===== config.mk =====
export PLATFORM = sky130hd
export DESIGN_NAME = lisf_top
export DESIGN_NICKNAME = d
export VERILOG_FILES = /design/src/rtl/lisf_pkg.sv /design/src/rtl/lisf_top.sv /design/src/rtl/lisf_limit_cmp.sv /design/src/rtl/lisf_status_reg.sv
export SDC_FILE = /design/constraint.sdc
export NUM_CORES = 1
export LEC_CHECK = 0
export ABC_AREA = 1
export BUFFER_PORTS_ARGS = -buffer_cell sky130_fd_sc_hd__buf_2
export CORE_AREA = 2 2 121 123
export DETAILED_ROUTE_END_ITERATION = 8
export DIE_AREA = 0 0 123 125
export PLACE_DENSITY = 0.87
export SYNTH_ARGS = -nofsm -noshare
export SYNTH_HDL_FRONTEND = slang
export SYNTH_HIERARCHICAL = 1
export SYNTH_SLANG_ARGS = --single-unit

===== constraint.sdc =====
create_clock -name mclk_in -period 1.3 [get_ports mclk_in]
set_input_delay 0.39 -clock mclk_in [delete_from_list [all_inputs] [get_ports mclk_in]]
set_output_delay 0.39 -clock mclk_in [all_outputs]
set_load 0.005 [all_outputs]

===== src/rtl/lisf_pkg.sv =====
// package: register offsets, bit positions, reset values and sizes for the limit status flags
package lisf_pkg;

   // ----------------------------------------
   // register map
   // ----------------------------------------
   localparam logic [7:0] LISF_ADDR_STATUS_FIRST  = 8'h00;
   localparam logic [7:0] LISF_ADDR_STATUS_SECOND = 8'h01;
   localparam logic [7:0] LISF_STATUS_RESET       = 8'h00;
   localparam logic [7:0] LISF_SECOND_IMPL_MASK   = 8'h1F;

   // ----------------------------------------
   // sizes
   // ----------------------------------------
   localparam int LISF_RES_W   = 10;
   localparam int LISF_LIM_W   = 8;
   localparam int LISF_NCHAN   = 10;

   // ----------------------------------------
   // channel indices
   // ----------------------------------------
   localparam int LISF_CH_INT  = 0;
   localparam int LISF_CH_EXT  = 1;
   localparam int LISF_CH_ANALOG_INPUT_2 = 2;
   localparam int LISF_CH_ANALOG_INPUT_5 = 5;
   localparam int LISF_CH_SUP  = 9;

   // ----------------------------------------
   // status-one and status-two bit positions
   // ----------------------------------------
   localparam int LISF_S1_INT_HIGH = 0;
   localparam int LISF_S1_INT_LOW  = 1;
   localparam int LISF_S1_EXT_HIGH = 2;
   localparam int LISF_S1_EXT_LOW  = 3;
   localparam int LISF_S1_FAULT    = 4;
   localparam int LISF_S1_ANALOG_INPUT_2     = 5;
   localparam int LISF_S2_ANALOG_INPUT_5     = 0;
   localparam int LISF_S2_SUPPLY   = 4;

   typedef enum logic {LISF_PINS_DIODE, LISF_PINS_ANALOG} lisf_pins_t;

endpackage


===== src/rtl/lisf_top.sv =====
// module: out-of-limit status flags, read-clear status registers and interrupt pin
//
// What this block does
// - internal temp above high limit sets S1.D0
// - internal temp at/below low limit sets S1.D1
// - diode mode: external temp above high sets S1.D2
// - analog mode: input 1 out of window sets S1.D2
// - external temp at/below low limit sets S1.D3
// - external diode open/short fault sets S1.D4
// - inputs 2-4 out of window set S1.D5-D7
// - inputs 5-8 out of window set S2.D0-D3
// - supply out of window sets S2.D4
// - read clears only flags whose condition ended
// - software reset clears both status registers, except flags set in that same cycle
// - all flags zero after power-up
// - status-two flags also drive interrupt pin
// - masked channels record no flag
// - interrupt active at set polarity while flags present
// - compare 10-bit results against 8-bit limits
`timescale 1ns/10ps
module lisf_top
   import lisf_pkg::*;
(
   // clock and reset
   input  wire logic                                mclk_in,
   input  wire logic                                rstn_in,
   // conversion results, one per channel: int, ext/in1, in2..in8, supply
   input  wire logic [LISF_NCHAN-1:0][LISF_RES_W-1:0] result_in,
   input  wire logic [LISF_NCHAN-1:0]               result_valid_in,
   input  wire logic [LISF_NCHAN-1:0][LISF_LIM_W-1:0] high_lim_in,
   input  wire logic [LISF_NCHAN-1:0][LISF_LIM_W-1:0] low_lim_in,
   // configuration
   input  wire lisf_pins_t                          pin_mode_in,
   input  wire logic [7:0]                          mask_first_in,
   input  wire logic [7:0]                          mask_second_in,
   input  wire logic                                int_active_high_in,
   input  wire logic                                diode_fault_in,
   input  wire logic                                soft_rst_in,
   // register read port
   input  wire logic                                rd_en_in,
   input  wire logic [7:0]                          rd_addr_in,
   output logic [7:0]                               rd_data_out,
   // interrupt pin
   output logic                                     int_out
);
   import lisf_pkg::*;

   // ----------------------------------------
   // comparators
   // ----------------------------------------
   logic [LISF_NCHAN-1:0] above;
   logic [LISF_NCHAN-1:0] at_or_below;
   logic [LISF_NCHAN-1:0] is_temp;

   always_comb begin
      is_temp = '0;
      is_temp[LISF_CH_INT] = 1'b1;
      is_temp[LISF_CH_EXT] = (pin_mode_in == LISF_PINS_DIODE);
   end

   genvar gi;
   generate
      for (gi = 0; gi < LISF_NCHAN; gi++) begin : g_cmp
         lisf_limit_cmp u_cmp (
            .result_in       (result_in[gi]),
            .high_lim_in     (high_lim_in[gi]),
            .low_lim_in      (low_lim_in[gi]),
            .signed_in       (is_temp[gi]),
            .above_out       (above[gi]),
            .at_or_below_out (at_or_below[gi])
         );
      end
   endgenerate

   // ----------------------------------------
   // live conditions and set events
   // ----------------------------------------
   logic [7:0] live_first;
   logic [7:0] live_second;
   logic [7:0] upd_first;
   logic [7:0] upd_second;
   logic [7:0] set_first;
   logic [7:0] set_second;
   logic       ext_window;
   logic       ext_valid;

   // last outcome per channel, held between conversions
   logic [7:0] cond_first_r;
   logic [7:0] cond_first_nxt;
   logic [7:0] cond_second_r;
   logic [7:0] cond_second_nxt;

   always_comb begin
      ext_valid = result_valid_in[LISF_CH_EXT];
      if (pin_mode_in == LISF_PINS_DIODE) begin
         ext_window = above[LISF_CH_EXT];
      end else begin
         ext_window = above[LISF_CH_EXT] | at_or_below[LISF_CH_EXT];
      end
      live_first = '0;
      upd_first  = '0;
      live_first[LISF_S1_INT_HIGH] = above[LISF_CH_INT];
      live_first[LISF_S1_INT_LOW]  = at_or_below[LISF_CH_INT];
      upd_first[LISF_S1_INT_HIGH]  = result_valid_in[LISF_CH_INT];
      upd_first[LISF_S1_INT_LOW]   = result_valid_in[LISF_CH_INT];
      live_first[LISF_S1_EXT_HIGH] = ext_window;
      upd_first[LISF_S1_EXT_HIGH]  = ext_valid;
      live_first[LISF_S1_EXT_LOW]  = (pin_mode_in == LISF_PINS_DIODE)
                                     & at_or_below[LISF_CH_EXT];
      upd_first[LISF_S1_EXT_LOW]   = ext_valid;
      live_first[LISF_S1_FAULT]    = diode_fault_in
                                     & (pin_mode_in == LISF_PINS_DIODE);
      upd_first[LISF_S1_FAULT]     = 1'b1;
      for (int i = 0; i < 3; i++) begin
         live_first[LISF_S1_ANALOG_INPUT_2+i] = above[LISF_CH_ANALOG_INPUT_2+i]
                                      | at_or_below[LISF_CH_ANALOG_INPUT_2+i];
         upd_first[LISF_S1_ANALOG_INPUT_2+i]  = result_valid_in[LISF_CH_ANALOG_INPUT_2+i];
      end
      live_second = '0;
      upd_second  = '0;
      for (int i = 0; i < 4; i++) begin
         live_second[LISF_S2_ANALOG_INPUT_5+i] = above[LISF_CH_ANALOG_INPUT_5+i]
                                       | at_or_below[LISF_CH_ANALOG_INPUT_5+i];
         upd_second[LISF_S2_ANALOG_INPUT_5+i]  = result_valid_in[LISF_CH_ANALOG_INPUT_5+i];
      end
      live_second[LISF_S2_SUPPLY] = above[LISF_CH_SUP] | at_or_below[LISF_CH_SUP];
      upd_second[LISF_S2_SUPPLY]  = result_valid_in[LISF_CH_SUP];
      // masked channels neither set nor hold a condition
      live_first  = live_first & ~mask_first_in;
      live_second = live_second & ~mask_second_in & LISF_SECOND_IMPL_MASK;
      set_first   = live_first & upd_first;
      set_second  = live_second & upd_second;
      cond_first_nxt  = ((cond_first_r & ~upd_first) | set_first) & ~mask_first_in;
      cond_second_nxt = ((cond_second_r & ~upd_second) | set_second) & ~mask_second_in;
   end

   always_ff @(posedge mclk_in or negedge rstn_in) begin
      if (!rstn_in) begin
         cond_first_r  <= LISF_STATUS_RESET;
         cond_second_r <= LISF_STATUS_RESET;
      end else begin
         cond_first_r  <= cond_first_nxt;
         cond_second_r <= cond_second_nxt;
      end
   end

   // ----------------------------------------
   // status registers
   // ----------------------------------------
   logic [7:0] flags_first;
   logic [7:0] flags_second;
   logic       rd_first;
   logic       rd_second;

   always_comb begin
      rd_first  = rd_en_in & (rd_addr_in == LISF_ADDR_STATUS_FIRST);
      rd_second = rd_en_in & (rd_addr_in == LISF_ADDR_STATUS_SECOND);
   end

   lisf_status_reg u_stat_first (
      .mclk_in     (mclk_in),
      .rstn_in     (rstn_in),
      .set_in      (set_first),
      .live_in     (cond_first_nxt),
      .impl_in     (8'hFF),
      .rd_clr_in   (rd_first),
      .soft_rst_in (soft_rst_in),
      .flags_out   (flags_first)
   );

   lisf_status_reg u_stat_second (
      .mclk_in     (mclk_in),
      .rstn_in     (rstn_in),
      .set_in      (set_second),
      .live_in     (cond_second_nxt),
      .impl_in     (LISF_SECOND_IMPL_MASK),
      .rd_clr_in   (rd_second),
      .soft_rst_in (soft_rst_in),
      .flags_out   (flags_second)
   );

   // ----------------------------------------
   // read data and interrupt pin
   // ----------------------------------------
   logic [7:0] rd_data_r;
   logic [7:0] rd_data_nxt;
   logic       int_r;
   logic       int_nxt;
   logic       any_flag;

   always_comb begin
      rd_data_nxt = rd_data_r;
      if (rd_first) begin
         rd_data_nxt = flags_first;
      end else if (rd_second) begin
         rd_data_nxt = flags_second & LISF_SECOND_IMPL_MASK;
      end else if (rd_en_in) begin
         rd_data_nxt = 8'h00;
      end
      any_flag = (|flags_first) | (|flags_second);
      int_nxt  = int_active_high_in ? any_flag : ~any_flag;
   end

   always_ff @(posedge mclk_in or negedge rstn_in) begin
      if (!rstn_in) begin
         rd_data_r <= LISF_STATUS_RESET;
         int_r     <= 1'b0;
      end else begin
         rd_data_r <= rd_data_nxt;
         int_r     <= int_nxt;
      end
   end

   assign rd_data_out = rd_data_r;
   assign int_out     = int_r;
endmodule


===== src/rtl/lisf_limit_cmp.sv =====
// module: compares one 10-bit result with an 8-bit high and low limit
`timescale 1ns/10ps
module lisf_limit_cmp
   import lisf_pkg::*;
(
   // result and limits
   input  wire logic [LISF_RES_W-1:0] result_in,
   input  wire logic [LISF_LIM_W-1:0] high_lim_in,
   input  wire logic [LISF_LIM_W-1:0] low_lim_in,
   input  wire logic                  signed_in,
   // comparison outcome
   output logic                       above_out,
   output logic                       at_or_below_out
);
   logic [LISF_LIM_W-1:0] top_bits;

   // limits line up with the eight upper result bits; temperatures are twos complement
   always_comb begin
      top_bits = result_in[LISF_RES_W-1 -: LISF_LIM_W];
      if (signed_in) begin
         above_out       = $signed(top_bits) > $signed(high_lim_in);
         at_or_below_out = $signed(top_bits) <= $signed(low_lim_in);
      end else begin
         above_out       = top_bits > high_lim_in;
         at_or_below_out = top_bits <= low_lim_in;
      end
   end
endmodule


===== src/rtl/lisf_status_reg.sv =====
// module: one 8-bit sticky status register with read-clear gated by live condition
`timescale 1ns/10ps
module lisf_status_reg
   import lisf_pkg::*;
(
   // clock and reset
   input  wire logic       mclk_in,
   input  wire logic       rstn_in,
   // events and clears
   input  wire logic [7:0] set_in,
   input  wire logic [7:0] live_in,
   input  wire logic [7:0] impl_in,
   input  wire logic       rd_clr_in,
   input  wire logic       soft_rst_in,
   // state
   output logic [7:0]      flags_out
);
   logic [7:0] flags_r;
   logic [7:0] flags_nxt;

   always_comb begin
      flags_nxt = flags_r;
      if (soft_rst_in) begin
         flags_nxt = LISF_STATUS_RESET;
      end else if (rd_clr_in) begin
         flags_nxt = flags_r & live_in;
      end
      flags_nxt = (flags_nxt | set_in) & impl_in;
   end

   always_ff @(posedge mclk_in or negedge rstn_in) begin
      if (!rstn_in) begin
         flags_r <= LISF_STATUS_RESET;
      end else begin
         flags_r <= flags_nxt;
      end
   end

   assign flags_out = flags_r;
endmodule


==> results.md <==
- Status: complete, but fails checks
- Failing checks: setup timing
- Synth Warn #: 6
- Max incr delay on CP: 0.26 ns
- Library cells used by synthesis: 26
- First-pass GRT wire length: 36,700 um
- Synth Area per Inst: 6.34 sq um
- Worst-skew pair later-pin latency: 0.28 ns
- Synth top area share: 0.289
- FFs w/ async S/R, synth: 1.00
- RSZ-0062 raised after global routing: true
- Critical-path top delay cell: ha_4
- Post-synth EDFFs: 0
- Worst hold slack: 0.0741 ns
- Lkg Pwr: 6.33 nW
- Tmin final: 1.76 ns
- Die ar.: 15,400 sq um
- Synth Register Bits: 40
- Clock-pin slew on the worst setup and hold paths: 0.06 ns
- Worst reg2reg setup slack: 0.26 ns
- Crit path buffers/inverters: 3
- Most frequent cell after synthesis: inv_1
- Nets: 1,931
- Critical path origin: high_lim_in[17]
- Dpl ws: -0.736 ns
- Critical Path Sink Type: flip-flop
- Port Buf Inserts: 289
- Sequential fraction of the synthesis area: 0.145
- Setup Skew: 0.00714 ns
- Hold Buf Count CTS: 0
- CP Data Arrival Time: 1.97 ns
- Final setup violation count: 24
- GPL Wtd Cong: 0.838
- Num CTS Buffers: 5
- Row cnt: 44
- Core Region: 14,200 sq um
- Cell Area, Synth: 6920 sq um
- DRC: 0
- Reg-to-Reg Start: u_stat_second/flags_out[3]$_DFF_PN0_
- Top post-synthesis cells by count: 312 x inv_1, 252 x nand2_1, 160 x ha_1
- Pwr dens: 535 nW/um^2
- Main synth FF type: dfrtp_1
- CTS Buffer Depth: 2
- Startpoint Class: input pin
- Largest net degree at the start of global routing: 41
- CP Cell Sequence: buf_2, inv_2, ha_4, nand2_1, nand2_1, nand2_1, nand2_1, nand2_1, nand2_1, nor2_1, nor2_1, o21ai_2, o21ai_2, inv_1, nand2_1, nand2_1, a21oi_2
- R2R Path End: int_out$_DFF_PN0_
- Fin cells: 1,656
- Crit path max-delay family: simple AND/OR/NAND/NOR gates
- CTS tree: yes
- CP max FO: 2
- Initial DRT Pass Iterations: 6
- Setup TNS: -6.39 ns
- DR vias/cell: 4.96
- Die H: 125 um
- Starting density of the core: 0.487
- H-tree depth: 2
- Root Driver: clkbuf_16
- Vias: 8,222
- Hold crit path type: input pin to async pin
- R2R depth: 6
- Finished Cell Area: 11,800 sq um
- Die width: 123 um
- Hpwl dp: 16,500 um
- Average wire per standard cell: 15.5 um
- Placed Cells: 1,620
- Post-synthesis to final-layout area growth: 70.9%
- Hold Vio Cnt, Final: 0
- Most frequent CP cell: nand2_1
- Mapped Cells: 1,092
- Vias in the first global route: 8,633
- PnR worst setup slack: -0.464 ns
- Initial antenna violation count: 1
- Max-slew violations: 0
- Clk sinks: 40
- WL final: 25,700 um
- Overall routing resource usage: 0.293
- Fmax: 567 MHz
- Max cap viols: 0
- Drt initial violations: 343
- Peak supply drop: 0.591 mV
- Placed cell area: 10,000 sq um
- Final period utilization: 1.36
- Ports: 310
- CP required: 1.51 ns
- Setup Crit Path Kind: input pin to flip-flop
- GR Overflow Total: 0
- Main area contributors after synthesis: ha_1 29%, inv_1 17%, dfrtp_1 14%
- Layout cell share with drive strength beyond 1: 0.510
- Dominant cell type by area after synthesis: ha_1
- Routed Antenna Nets: 0
[timing repair]
action	4_1_cts	5_1_grt
endpoints found under the setup margin	24	24
gates resized for setup	215	157
pin swaps	173	117
setup buffers	21	13
[per-stage QoR]
| step | total power [mW] | utilization |
|---|---|---|
| finish | 6.32 | 0.833 |
| global route | 6.78 | 0.832 |
| CTS | 5.81 | 0.794 |
| detailed placement | 4.11 | 0.706 |
| global placement | 3.97 | 0.706 |
| floorplan | 3.02 | - |
[logic make-up (layout without fill, tap and decap cells)]
group                      count (synthesis)  count (layout)  share of synthesized area
and+or+nand+nor                          463             463                      0.285
AOI/OAI and AO/OA                        110             110                      0.105
DFF                                       40              40                      0.145
adders and majority gates                160             160                      0.289
other                                      2              29                    0.00109
buffers and inverters                    317             670                      0.175
[sequential cells by signal, summed over array words and instances (netlist names)]
name / cells
int_out: 1
u_stat_second/flags_out: 8
cond_first_r: 7
u_stat_first/flags_out: 8
rd_data_out: 8
cond_second_r: 8
[how the worst max path moves through the flow]
stage | to | depth (start not counted)
6_report | u_stat_first/flags_out[5]$_DFF_PN0_ | 17
2_1_floorplan | u_stat_first/flags_out[2]$_DFF_PN0_ | 16
5_1_grt | u_stat_first/flags_out[5]$_DFF_PN0_ | 18
3_3_place_gp | u_stat_first/flags_out[2]$_DFF_PN0_ | 17
4_1_cts | u_stat_first/flags_out[2]$_DFF_PN0_ | 17
3_5_place_dp | u_stat_first/flags_out[2]$_DFF_PN0_ | 17
[area by class of cell]
type / count / area [sq um]
multi-input combinational: 761 / 6610
timing repair buffer: 349 / 2460
fill: 804 / 2380
inverter: 313 / 1370
sequential: 40 / 1000
tap: 184 / 230
clock buffer: 7 / 143
clock inverter: 1 / 7.51
antenna: 1 / 2.50
[cell usage in the layout, fill, tap and decap left out, types with 30 or more instances in the layout]
cell type  count
nand2_1      201
ha_1          44
inv_1        196
buf_4         70
buf_2        208
nand3_1       30
nand2_2       50
buf_6         50
dfrtp_1       40
nor2_1       105
ha_4         108
a21oi_2       45
inv_2         82
[where the power goes]
group | switching, mW | internal (mW)
registers | 0.0353 | 1.31
logic | 1.89 | 1.85
clock network | 0.471 | 0.764
total | 2.40 | 3.93
[per-layer routing]
metal | routed length [um] | part of all wire | vias to the layer above | GRT usage
met1 | 9090 | 0.35 | 3699 | 0.286
met4 | 1220 | 0.047 | 0 | 0.136
met5 | 0 | 0 | - | 0
met2 | 13600 | 0.53 | 356 | 0.570
met3 | 1860 | 0.072 | 105 | 0.0625
li1 | - | - | 4062 | -
Note: power is estimated with default switching activity, not from simulation.
